`src/aie_pkg.sv`:
```
// Constants, types and helpers shared by the add execute block
package aie_pkg;
	localparam int DATA_W  = 8;
	localparam int ADDR_W  = 12;
	localparam int INSTR_W = 16;
	localparam int BANK_W  = 4;
	localparam int APB_AW  = 8;
	localparam int QTR_CYC = 2;

	localparam logic [APB_AW-1:0] OFS_CTRL  = 8'h00;
	localparam logic [APB_AW-1:0] OFS_WORK  = 8'h04;
	localparam logic [APB_AW-1:0] OFS_FLAGS = 8'h08;
	localparam logic [APB_AW-1:0] OFS_BANK  = 8'h0c;
	localparam logic [APB_AW-1:0] OFS_IDX   = 8'h10;
	localparam logic [APB_AW-1:0] OFS_INSTR = 8'h14;
	localparam logic [APB_AW-1:0] OFS_STATE = 8'h18;

	localparam int CTRL_EXT_BIT = 0;
	localparam int CTRL_PSA_BIT = 1;
	localparam int ST_BUSY_BIT  = 0;
	localparam int ST_EXP2_BIT  = 1;
	localparam int ST_FLUSH_BIT = 2;
	localparam int BIT_D        = 9;
	localparam int BIT_A        = 8;

	localparam logic [1:0]         CTRL_RST  = 2'h0;
	localparam logic [DATA_W-1:0]  WORK_RST  = 8'h00;
	localparam logic [BANK_W-1:0]  BANK_RST  = 4'h0;
	localparam logic [ADDR_W-1:0]  IDX_RST   = 12'h000;
	localparam logic [INSTR_W-1:0] INSTR_RST = 16'h0000;

	localparam logic [7:0]  OPC_ADD_LIT  = 8'h0f;
	localparam logic [5:0]  OPC_ADD_FILE = 6'h09;
	localparam logic [3:0]  OPC_SECOND   = 4'hf;
	localparam logic [3:0]  OPC_RELJMP   = 4'hd;
	localparam logic [4:0]  OPC_BRCOND   = 5'h1c;
	localparam logic [6:0]  OPC_CALL     = 7'h76;
	localparam logic [7:0]  OPC_GOTO     = 8'hef;
	localparam logic [7:0]  OPC_LOAD_PTR = 8'hee;
	localparam logic [7:0]  OPC_RET_LIT  = 8'h0c;
	localparam logic [13:0] OPC_RETURN   = 14'h0004;

	localparam logic [7:0]        LOFS_MAX    = 8'h5f;
	localparam logic [BANK_W-1:0] ACC_HI_BANK = 4'hf;
	localparam logic [ADDR_W-1:0] PORT_ADDR   = 12'hf90;
	localparam logic [ADDR_W-1:0] TIMER_ADDR  = 12'hfa0;

	typedef struct packed {
		logic n;
		logic overflow_flag;
		logic z;
		logic digit_carry_flag;
		logic c;
	} aie_flags_s;

	localparam aie_flags_s FLAGS_RST = 5'h00;

	typedef struct packed {
		logic              we;
		logic [ADDR_W-1:0] addr;
		logic [DATA_W-1:0] wdata;
	} aie_dmem_s;

	typedef enum logic [2:0] {
		CL_NOP, CL_ADD_LIT, CL_ADD_FILE, CL_PCJMP, CL_BRCOND, CL_TWO1ST,
		CL_OTHER
	} aie_class_e;

	typedef enum logic [2:0] {ST_IDLE, ST_Q1, ST_Q2, ST_Q3, ST_Q4} aie_state_e;

	function automatic aie_class_e aie_decode(input logic [INSTR_W-1:0] w);
		if (w[15:8] == OPC_ADD_LIT)
			return CL_ADD_LIT;
		else if (w[15:10] == OPC_ADD_FILE)
			return CL_ADD_FILE;
		else if (w[15:12] == OPC_SECOND)
			return CL_NOP;
		else if (w[15:9] == OPC_CALL || w[15:8] == OPC_GOTO ||
			w[15:8] == OPC_LOAD_PTR)
			return CL_TWO1ST;
		else if (w[15:12] == OPC_RELJMP || w[15:8] == OPC_RET_LIT ||
			w[15:2] == OPC_RETURN)
			return CL_PCJMP;
		else if (w[15:11] == OPC_BRCOND)
			return CL_BRCOND;
		else if (w == INSTR_RST)
			return CL_NOP;
		return CL_OTHER;
	endfunction : aie_decode

	function automatic logic aie_cond(input logic [2:0] cc,
		input aie_flags_s f);
		logic hit;
		unique case (cc[2:1])
			2'h0: hit = f.z;
			2'h1: hit = f.c;
			2'h2: hit = f.overflow_flag;
			2'h3: hit = f.n;
		endcase
		return hit ^ cc[0];
	endfunction : aie_cond

	function automatic logic [ADDR_W-1:0] aie_eff_addr(input logic ext,
		input logic a, input logic [7:0] f, input logic [BANK_W-1:0] bsr,
		input logic [ADDR_W-1:0] base);
		if (a)
			return {bsr, f};
		else if (ext && f <= LOFS_MAX)
			return ADDR_W'(base + ADDR_W'(f));
		else if (f <= LOFS_MAX)
			return {{BANK_W{1'b0}}, f};
		return {ACC_HI_BANK, f};
	endfunction : aie_eff_addr
endpackage : aie_pkg

```
`src/aie_add_exec.sv`:
```
// Add instruction decode and execute unit with APB register access
//
// Contract
// - A read of a port register takes the pin levels, not the latch.
// - A file write to the first timer clears its assigned prescaler.
// - A program counter change or true test adds a nop cycle.
// - A lone second word of a two-word instruction runs as a nop.
// - Opcode 0000 1111 adds the literal to work and keeps it there.
// - Opcode 0010 01da adds work to file and updates all five flags.
// - Destination bit zero writes work, one writes the file register.
// - Extended set, access bit zero, f up to 5Fh uses indexed offset.
//
// Design decisions made here: the APB slave port and the placing of the registers.
module aie_add_exec (
	input  wire logic                        pclk,
	input  wire logic                        presetn,
	input  wire logic                        psel,
	input  wire logic                        penable,
	input  wire logic                        pwrite,
	input  wire logic [aie_pkg::APB_AW-1:0]  paddr,
	input  wire logic [31:0]                 pwdata,
	output logic [31:0]                      prdata,
	output logic                             pready,
	output logic                             pslverr,
	input  wire logic [aie_pkg::DATA_W-1:0]  port_pins,
	input  wire logic [aie_pkg::DATA_W-1:0]  dmem_rdata,
	output aie_pkg::aie_dmem_s               dmem_req,
	output logic                             timer_presc_clr,
	output logic                             busy
);
	import aie_pkg::*;

	logic [1:0]         ctrl_r;
	logic [DATA_W-1:0]  work_r;
	aie_flags_s         flags_r;
	logic [BANK_W-1:0]  bank_r;
	logic [ADDR_W-1:0]  idx_r;
	logic [INSTR_W-1:0] instr_r;
	aie_state_e         state_r;
	aie_state_e         state_nxt;
	aie_class_e         cls_r;
	logic               expect2_r;
	logic               run_nop_r;
	logic               flush_r;
	logic [ADDR_W-1:0]  addr_r;
	logic [DATA_W-1:0]  opnd_r;
	logic [DATA_W-1:0]  sum_r;
	aie_flags_s         sflags_r;
	logic               dwe_r;
	logic               clr_r;
	logic [31:0]        prdata_r;

	// Bus decode
	wire apb_wr    = psel && penable && pwrite;
	wire apb_setup = psel && !penable;
	wire hit_ctrl  = (paddr == OFS_CTRL);
	wire hit_work  = (paddr == OFS_WORK);
	wire hit_flags = (paddr == OFS_FLAGS);
	wire hit_bank  = (paddr == OFS_BANK);
	wire hit_idx   = (paddr == OFS_IDX);
	wire hit_instr = (paddr == OFS_INSTR);
	wire hit_state = (paddr == OFS_STATE);
	wire hit_any   = hit_ctrl || hit_work || hit_flags || hit_bank ||
		hit_idx || hit_instr || hit_state;
	wire wr_ctrl   = apb_wr && hit_ctrl;
	wire wr_work   = apb_wr && hit_work;
	wire wr_flags  = apb_wr && hit_flags;
	wire wr_bank   = apb_wr && hit_bank;
	wire wr_idx    = apb_wr && hit_idx;
	wire wr_instr  = apb_wr && hit_instr;

	assign pready  = 1'b1;
	assign pslverr = psel && penable && !hit_any;
	assign prdata  = prdata_r;

	wire [31:0] state_word = {29'h0000_0000, flush_r, expect2_r,
		(state_r != ST_IDLE)};
	wire [31:0] rd_mux =
		hit_ctrl  ? {30'h0000_0000, ctrl_r} :
		hit_work  ? {24'h00_0000, work_r} :
		hit_flags ? {27'h000_0000, flags_r} :
		hit_bank  ? {28'h000_0000, bank_r} :
		hit_idx   ? {20'h0_0000, idx_r} :
		hit_instr ? {16'h0000, instr_r} :
		hit_state ? state_word : 32'h0000_0000;

	// Quarter phase timing
	logic q_tick;
	wire  start = wr_instr && (state_r == ST_IDLE);
	wire  q1_t  = q_tick && (state_r == ST_Q1);
	wire  q2_t  = q_tick && (state_r == ST_Q2);
	wire  q3_t  = q_tick && (state_r == ST_Q3);
	wire  q4_t  = q_tick && (state_r == ST_Q4);

	aie_qtr_div u_div (
		.pclk    (pclk),
		.presetn (presetn),
		.restart (start),
		.q_tick  (q_tick)
	);

	// Decode of the held word
	wire [7:0]        f_lit    = instr_r[7:0];
	wire              d_bit    = instr_r[BIT_D];
	wire              a_bit    = instr_r[BIT_A];
	wire aie_class_e  dec_cls  = run_nop_r ? CL_NOP : aie_decode(instr_r);
	wire              cond_hit = aie_cond(instr_r[10:8], flags_r);
	wire              take2    = (cls_r == CL_PCJMP) ||
		((cls_r == CL_BRCOND) && cond_hit);
	wire [ADDR_W-1:0] eff      = aie_eff_addr(ctrl_r[CTRL_EXT_BIT], a_bit,
		f_lit, bank_r, idx_r);
	wire              is_port  = (addr_r == PORT_ADDR);
	wire [DATA_W-1:0] file_val = is_port ? port_pins : dmem_rdata;
	wire [DATA_W-1:0] opnd_sel = (cls_r == CL_ADD_LIT) ? f_lit : file_val;
	wire              do_add   = (cls_r == CL_ADD_LIT) ||
		(cls_r == CL_ADD_FILE);
	wire              to_file  = (cls_r == CL_ADD_FILE) && d_bit;
	wire              to_work  = do_add && !to_file;
	wire              tmr_hit  = to_file && (addr_r == TIMER_ADDR) &&
		ctrl_r[CTRL_PSA_BIT];

	logic [DATA_W-1:0] add_sum;
	aie_flags_s        add_flags;

	aie_adder u_add (
		.a     (work_r),
		.b     (opnd_r),
		.sum   (add_sum),
		.flags (add_flags)
	);

	always_comb
	begin
		state_nxt = state_r;
		unique case (state_r)
			ST_IDLE: if (start) state_nxt = ST_Q1;
			ST_Q1:   if (q_tick) state_nxt = ST_Q2;
			ST_Q2:   if (q_tick) state_nxt = ST_Q3;
			ST_Q3:   if (q_tick) state_nxt = ST_Q4;
			ST_Q4:   if (q_tick) state_nxt = take2 ? ST_Q1 : ST_IDLE;
		endcase
	end

	always_ff @(posedge pclk or negedge presetn)
	begin
		if (!presetn)
			state_r <= ST_IDLE;
		else
			state_r <= state_nxt;
	end

	// Sequencing of nop cycles and second words
	always_ff @(posedge pclk or negedge presetn)
	begin
		if (!presetn)
		begin
			instr_r   <= INSTR_RST;
			expect2_r <= 1'b0;
			run_nop_r <= 1'b0;
			flush_r   <= 1'b0;
			cls_r     <= CL_NOP;
		end
		else
		begin
			if (start)
			begin
				instr_r   <= pwdata[INSTR_W-1:0];
				run_nop_r <= expect2_r;
				expect2_r <= 1'b0;
			end
			if (q1_t)
				cls_r <= dec_cls;
			if (q4_t)
			begin
				expect2_r <= (cls_r == CL_TWO1ST);
				run_nop_r <= take2;
				flush_r   <= take2;
			end
			else if (start)
				flush_r <= 1'b0;
		end
	end

	// Operand path over the quarters
	always_ff @(posedge pclk or negedge presetn)
	begin
		if (!presetn)
		begin
			addr_r   <= '0;
			opnd_r   <= '0;
			sum_r    <= '0;
			sflags_r <= FLAGS_RST;
		end
		else
		begin
			if (q1_t)
				addr_r <= eff;
			if (q2_t)
				opnd_r <= opnd_sel;
			if (q3_t)
			begin
				sum_r    <= add_sum;
				sflags_r <= add_flags;
			end
		end
	end

	// Architectural state; execution wins over a bus write
	always_ff @(posedge pclk or negedge presetn)
	begin
		if (!presetn)
		begin
			ctrl_r  <= CTRL_RST;
			work_r  <= WORK_RST;
			flags_r <= FLAGS_RST;
			bank_r  <= BANK_RST;
			idx_r   <= IDX_RST;
			dwe_r   <= 1'b0;
			clr_r   <= 1'b0;
		end
		else
		begin
			if (wr_ctrl)
				ctrl_r <= pwdata[1:0];
			if (wr_bank)
				bank_r <= pwdata[BANK_W-1:0];
			if (wr_idx)
				idx_r <= pwdata[ADDR_W-1:0];
			if (q4_t && to_work)
				work_r <= sum_r;
			else if (wr_work)
				work_r <= pwdata[DATA_W-1:0];
			if (q4_t && do_add)
				flags_r <= sflags_r;
			else if (wr_flags)
				flags_r <= pwdata[4:0];
			dwe_r <= q4_t && to_file;
			clr_r <= q4_t && tmr_hit;
		end
	end

	always_ff @(posedge pclk or negedge presetn)
	begin
		if (!presetn)
			prdata_r <= 32'h0000_0000;
		else if (apb_setup)
			prdata_r <= rd_mux;
	end

	assign dmem_req.we    = dwe_r;
	assign dmem_req.addr  = addr_r;
	assign dmem_req.wdata = sum_r;
	assign timer_presc_clr = clr_r;
	assign busy = (state_r != ST_IDLE);
endmodule : aie_add_exec

```
`src/aie_adder.sv`:
```
// Eight bit adder with status flag generation
module aie_adder (
	input  wire logic [aie_pkg::DATA_W-1:0] a,
	input  wire logic [aie_pkg::DATA_W-1:0] b,
	output logic [aie_pkg::DATA_W-1:0]      sum,
	output aie_pkg::aie_flags_s             flags
);
	import aie_pkg::*;

	logic [DATA_W:0] full;
	logic [4:0]      low;

	assign full     = {1'b0, a} + {1'b0, b};
	assign low      = {1'b0, a[3:0]} + {1'b0, b[3:0]};
	assign sum      = full[DATA_W-1:0];
	assign flags.c  = full[DATA_W];
	assign flags.digit_carry_flag = low[4];
	assign flags.z  = (full[DATA_W-1:0] == '0);
	assign flags.n  = full[DATA_W-1];
	assign flags.overflow_flag = (a[DATA_W-1] == b[DATA_W-1]) &&
		(full[DATA_W-1] != a[DATA_W-1]);
endmodule : aie_adder

```
`src/aie_qtr_div.sv`:
```
// Quarter phase tick divider for the instruction cycle
module aie_qtr_div (
	input  wire logic pclk,
	input  wire logic presetn,
	input  wire logic restart,
	output logic      q_tick
);
	import aie_pkg::*;

	localparam int CW = $clog2(QTR_CYC) + 1;
	localparam logic [CW-1:0] LAST = CW'(QTR_CYC - 1);

	logic [CW-1:0] cnt_r;
	logic [CW-1:0] cnt_nxt;

	assign q_tick  = (cnt_r == LAST) && !restart;
	assign cnt_nxt = (restart || q_tick) ? '0 : CW'(cnt_r + 1'b1);

	always_ff @(posedge pclk or negedge presetn)
	begin
		if (!presetn)
			cnt_r <= '0;
		else
			cnt_r <= cnt_nxt;
	end
endmodule : aie_qtr_div

```
`config.mk`:
```
export PLATFORM = sky130hd
export DESIGN_NAME = aie_add_exec
export DESIGN_NICKNAME = d
export VERILOG_FILES = /design/src/aie_pkg.sv /design/src/aie_add_exec.sv /design/src/aie_adder.sv /design/src/aie_qtr_div.sv
export SDC_FILE = /design/constraint.sdc
export NUM_CORES = 1
export LEC_CHECK = 0
export BUFFER_PORTS_ARGS = -buffer_cell sky130_fd_sc_hd__buf_2
export CAP_MARGIN = 0
export CORE_ASPECT_RATIO = 1.75
export CORE_MARGIN = 1
export CORE_UTILIZATION = 56
export CTS_CLUSTER_SIZE = 12
export DETAILED_ROUTE_END_ITERATION = 16
export HOLD_SLACK_MARGIN = 0.15
export PLACE_DENSITY_LB_ADDON = 0.1
export SYNTH_ARGS = -nofsm -noshare
export SYNTH_HDL_FRONTEND = slang
export SYNTH_HIERARCHICAL = 1
export SYNTH_SLANG_ARGS = --single-unit
```
`constraint.sdc`:
```
create_clock -name pclk -period 3.1 [get_ports pclk]
set_clock_uncertainty 0.1 [all_clocks]
set_input_delay 0.31 -clock pclk [delete_from_list [all_inputs] [get_ports pclk]]
set_output_delay 0.31 -clock pclk [all_outputs]
set_load 0.1 [all_outputs]
```
==> results of run 1 <==
-- worst max-delay path: stages (launching register included) --
cell and delay, ns:
dfrtp_1 0.45, ha_1 0.35, a211oi_2 0.33, nor3_1 0.11, o31a_1 0.32, or3_4 0.34, and2_2 0.21, mux2_1 0.28
-- per-layer routing --
| layer | vias to the layer above | GRT usage, % | part of all wire [%] | routed length (um) |
|---|---|---|---|---|
| met5 | - | 0 | 0 | 0 |
| met1 | 2453 | 32.74 | 36 | 5995 |
| met3 | 55 | 4.437 | 3.7 | 614 |
| met2 | 175 | 55.92 | 54 | 8923 |
| li1 | 2426 | - | - | - |
| met4 | 0 | 18.47 | 5.8 | 955 |
-- cells in the mapped netlist (all sizes together) (7+ instances only) --
| cell type | instances |
|---|---|
| and3 | 9 |
| and2 | 7 |
| inv | 18 |
| ha | 17 |
| nor2b | 12 |
| a21oi | 36 |
| mux2i | 27 |
| a22oi | 7 |
| dfrtp | 109 |
| buf | 27 |
| o21ai | 69 |
| nor3 | 20 |
| mux2 | 46 |
| clkbuf | 19 |
| or3 | 7 |
| nor2 | 35 |
| nand2 | 78 |
-- power by group through the flow --
stage | clock, mW | sequential, mW | combinational, mW
global placement | 0 | 1.84 | 1.58
detailed placement | 0 | 1.86 | 1.61
finish | 1.09 | 1.83 | 1.62
floorplan | 0 | 2.39 | 0.752
global route | 1.16 | 1.86 | 1.73
CTS | 1.10 | 1.83 | 1.62
-- flip-flops by register name, summed over array words and instances, names as in the netlist, 3 cells and up --
signal,cells
bank_r,4
work_r,8
prdata,16
sum_r,8
addr_r,12
cls_r,3
state_r,3
idx_r,12
opnd_r,8
flags_r,5
sflags_r,5
instr_r,16
-- cell families after synthesis --
logic type | count (synthesis) | synth area share (%)
AO/OA/AOI/OAI | 156 | 15.74
XOR/XNOR | 10 | 1.409
adder cells (fa/ha/maj) | 19 | 4.067
buffers and inverters | 64 | 5.194
flip-flops | 109 | 43.89
multiplexers | 75 | 13.41
other | 2 | 0.1208
AND/OR/NAND/NOR | 200 | 16.17
-- through the flow --
step | worst slack, ns | utilization [%] | instances
2_1_floorplan | 0.2257 | - | 650
3_3_place_gp | 0.4965 | 62.84 | 837
3_5_place_dp | 0.3683 | 62.84 | 837
4_1_cts | 0.5212 | 66.59 | 865
5_1_grt | 0.4107 | 66.59 | 865
6_report | 0.5119 | 66.59 | 865
-- worst min path at each step --
| stage | from | end | depth (start not counted) |
|---|---|---|---|
| final | pwdata[1] | idx_r[1] | 3 |
| after detailed placement | presetn | prdata[10] | 1 |
| after floorplan | presetn | addr_r[0] | 0 |
| after global routing | pwdata[1] | idx_r[1] | 3 |
| after global placement | presetn | prdata[10] | 1 |
| after CTS | pwdata[1] | instr_r[1] | 3 |
-- placed cells by master, fill, tap and decap left out, drive strengths merged, types with 3 or more instances in the layout --
master,instances
a211oi,6
a21o,4
a21oi,36
a221oi,3
a22oi,7
a31oi,5
a32o,3
and2,7
and3,9
buf,103
clkbuf,9
conb,17
dfrtp,109
dlygate4sd3,13
ha,17
inv,20
mux2,46
mux2i,27
nand2,78
nand2b,6
nand3,4
nand4,4
nor2,35
nor2b,12
nor3,20
nor4,6
o211ai,3
o21ai,69
o31ai,3
or3,7
or4,3
xnor2,6
xor2,4
-- final cells by class --
cell class	count	area, um2
Clock buffer	9	225.2
Clock inverter	6	48.80
Fill cell	900	3595
Inverter	18	67.56
Multi-Input combinational cell	477	3226
Sequential cell	109	2728
Tap cell	130	162.7
Timing Repair Buffer	116	708.2
-- what timing repair did --
| item | CTS | global route |
|---|---|---|
| hold buffers | 13 | 0 |
| hold endpoints to repair | 76 | 0 |
| buffers inserted | 0 | 0 |
==> impl_metrics.yaml, run 1 <==
worst_setup_path:
  crit_type: "reg -> reg"
  crit_required_ns: 3.24
  crit_start: "work_r[1]"
  reg2reg_to: "sum_r[7]"
  arrival_ns: 2.73
  crit_path_end: "sum_r[7]"
  cp-start-kind: "register"
  rrSetupSlack_ns: 0.51
  critPathMaxFanout: 4
  rr_worst_depth: 7
  end_kind: "register"
  r2r_start: "work_r[1]"
clock_network:
  cts_made_buffers: 9
  cts_resized: 0
  clock_sinks: 109
  cts_root_buf: "clkbuf_16"
  clk_pin_slew_ns: 0.07
  cts_buffer_depth: 2
  htreeDepth: 3
  insertion_delay_ns: 0.36
  cts_tree: "built"
sta:
  fin_crit_sh_pct: 83.49
  setup_viol_count_final: 0
  hold_viol: 0
  worst_slew_pin_slew_ns: 1.033
  slew_headroom_pct: 31.15
  setup_tns_ns: 0
  rsz0062_at_grt: "no"
  fmax_ghz: 0.3864
  timing.hold.ws_ns: 0.1705
  final.min_clock_period_ns: 2.588
  maxSlewViolCount: 0
routing:
  wirelength_um: 16490
  drc: 0
  final_antenna_net_count: 0
  vias: 5109
  viasPerCell: 5.906
  drtIter0Drc: 213
  dr.pass1.iters: 4
  wl_per_cell_um: 19.06
pwr:
  power_frac_comb_pct: 35.6
  p_leak_nw: 3.562
  sequentialPowerShare_pct: 40.4
  p_sw_share_pct: 43.18
  p_int_mw: 2.577
  clockPowerShare_pct: 23.9
  finalPower_mw: 4.536
  power_density_mw_per_mm2: 633.1
  irDropWorstVdd_mv: 0.6359
  power_switching_mw: 1.959
min_path:
  hp-class: "in -> reg"
placed_design:
  port_buffers: 84
  dp_hpwl_um: 12830
  place_area_mm2: 0.006761
  gp_congestion: 0.9042
global_routing:
  antenna_found_initial: 0
  grt_use_total_pct: 30.94
  grt-ovfl-total: 0
  grt_pass1_vias: 5125
  grt_pass1_wl_um: 26130
  grt_max_degree: 58
synthesis:
  synth_area_leaders: "dfrtp_1 44%, mux2_1 7.8%, nand2_1 4.7%"
  ys_seq_area_share_pct: 43.89
  synth_top_area_cell: "dfrtp_1"
  postSynthCellCount: 635
  synth_edf_count: 0
  yosysTopAreaCellShare_pct: 43.89
  yosysUniqueCellTypes: 73
  syn_area_mm2: 0.006215
  yosys_warnings: 6
  synth_top_flop_cell: "dfrtp_1"
  synth-seq-cells: 109
  synth_async_sr_flop_share_pct: 100.0
  syn_avg_cell_area_um2: 9.787
floorplan:
  ios: 118
  die_width_um: 81.64
  die_h_um: 141.4
  row_count: 50
  start_util_pct: 57.76
  placeableCoreArea_mm2: 0.01076
  dieArea_mm2: 0.01154
run_status:
  outcome: "complete, no violations"
cells_and_area:
  drive_above_1_share_pct: 20.14
  n_antenna_cell: 0
  design_area_mm2: 0.007166
  final_net_count: 811
  syn_to_final_growth_pct: 15.30
run:
  maxCapViolations: 0
No activity file was read; power rests on OpenSTA's default activity.
==> run 2, diff against run 1 <==
clock period = 2.7 ns   (was 3.1 ns; I/O delays follow)
==> impl_metrics.yaml, run 2 (same netlist as run 1, synthesis figures left out) <==
run_status:
  outcome: "complete, no violations"
cells_and_area:
  fill_cells: 931
  n_antenna_cell: 0
  fin_util_pct: 67.28
  final_net_count: 818
  design_area_mm2: 0.007239
  syn_to_final_growth_pct: 16.49
  most-common-layout-cells: "109 x dfrtp_1, 83 x buf_2, 77 x nand2_1, 43 x mux2_1, 35 x a21oi_1"
  layout_commonest_cell: "dfrtp_1"
  drive_above_1_share_pct: 20.75
clock_network:
  clk_pin_slew_ns: 0.08
  cts_root_buf: "clkbuf_16"
  cts_buffer_depth: 2
  post-cts-setup-buffers: 0
  cts_hold_buf: 15
  cts_made_buffers: 9
  insertion_delay_ns: 0.35
  cts_resized: 0
  clock_sinks: 109
  htreeDepth: 3
  cts_tree: "built"
routing:
  wl_per_cell_um: 19.07
  dr.pass1.iters: 4
  final_antenna_net_count: 0
  vias: 5122
  viasPerCell: 5.874
  drc: 0
  wirelength_um: 16630
  drtIter0Drc: 242
global_routing:
  grt-ovfl-total: 0
  grt_pass1_vias: 4949
  antenna_found_initial: 0
  grt_pass1_wl_um: 25990
  grt_max_degree: 51
  grt_use_total_pct: 30.80
worst_setup_path:
  crit_type: "reg -> reg"
  critPathMaxFanout: 4
  crit_required_ns: 2.84
  cp-start-kind: "register"
  arrival_ns: 2.69
  end_kind: "register"
floorplan:
  placeableCoreArea_mm2: 0.01076
  die_h_um: 141.4
  start_util_pct: 57.76
  row_count: 50
  dieArea_mm2: 0.01154
  die_width_um: 81.64
  ios: 118
placed_design:
  place_ws_ns: 0.1577
  dp_hpwl_um: 12820
  gp_congestion: 0.9509
  place_area_mm2: 0.006814
  port_buffers: 84
pwr:
  irDropWorstVdd_mv: 0.8304
  p_leak_nw: 3.605
  finalPower_mw: 5.233
  power_density_mw_per_mm2: 722.8
sta:
  maxSlewViolCount: 0
  fmax_ghz: 0.3921
  slew_headroom_pct: 28.74
  hold_viol: 0
  final.min_clock_period_ns: 2.550
  rsz0062_at_grt: "no"
  worst_slew_pin_slew_ns: 1.069
  fin_crit_sh_pct: 94.45
  fin_ws_ns: 0.1499
  setup_viol_count_final: 0
run:
  maxCapViolations: 0
min_path:
  hp-class: "in -> reg"
[run 2: cell count changes in the layout (fill, tap and decap cells not counted), sizes merged]
cell	change
buf	+5
clkinv	+2
clkinvlp	-1
dlygate4sd3	+2
inv	-1
[run 2: metrics by stage]
stage	hold slack [ns]	instances	TNS [ns]
after floorplan	-0.1256	650	-0.01714
after global placement	0.2178	842	0
after detailed placement	0.2297	842	0
after CTS	0.1516	872	0
after global routing	0.1740	872	0
final	0.1591	872	0
[run 2: worst paths after layout]
check / from / endpoint / slack, ns / cells past startpoint
min in group asynchronous: presetn / prdata[10] / 0.38 / 2
max: work_r[1] / sflags_r[4] / 0.15 / 7
max in group asynchronous: presetn / opnd_r[0] / 1.42 / 3
min reg2reg: u_div/cnt_r[0] / u_div/cnt_r[0] / 0.34 / 1
max reg2reg: work_r[1] / sflags_r[4] / 0.15 / 7
min: pwdata[1] / idx_r[1] / 0.16 / 3
[run 2: power by group]
group	total, mW	internal, mW	switching (mW)
combinational	1.87	0.470	1.40
clock	1.26	0.632	0.630
sequential	2.11	1.86	0.242
[run 2: worst max-delay path, cell delays in order (launching register included)]
cell and delay [ns]:
dfrtp_1 0.45, ha_1 0.35, a211oi_2 0.33, nor3_1 0.09
o31a_1 0.31, or3_4 0.34, and2_2 0.20, mux2_1 0.28
[run 2: final cells by class]
| type | count | area (um2) | share of cell area, % |
|---|---|---|---|
| Timing Repair Buffer | 123 | 778.2 | 10.75 |
| Inverter | 18 | 67.56 | 0.9333 |
| Clock buffer | 9 | 225.2 | 3.111 |
| Clock inverter | 6 | 50.05 | 0.6913 |
| Tap cell | 130 | 162.7 | 2.247 |
| Sequential cell | 109 | 2728 | 37.68 |
| Multi-Input combinational cell | 477 | 3228 | 44.59 |
[run 2: routing by layer]
metal  wire length [um]  global-route usage [%]  up-vias
met5                  0                       0        -
met4                914                   18.28        0
met3                679                   4.823       50
met2               8772                   53.07      156
met1               6260                   34.89     2467
li1                   -                       -     2449
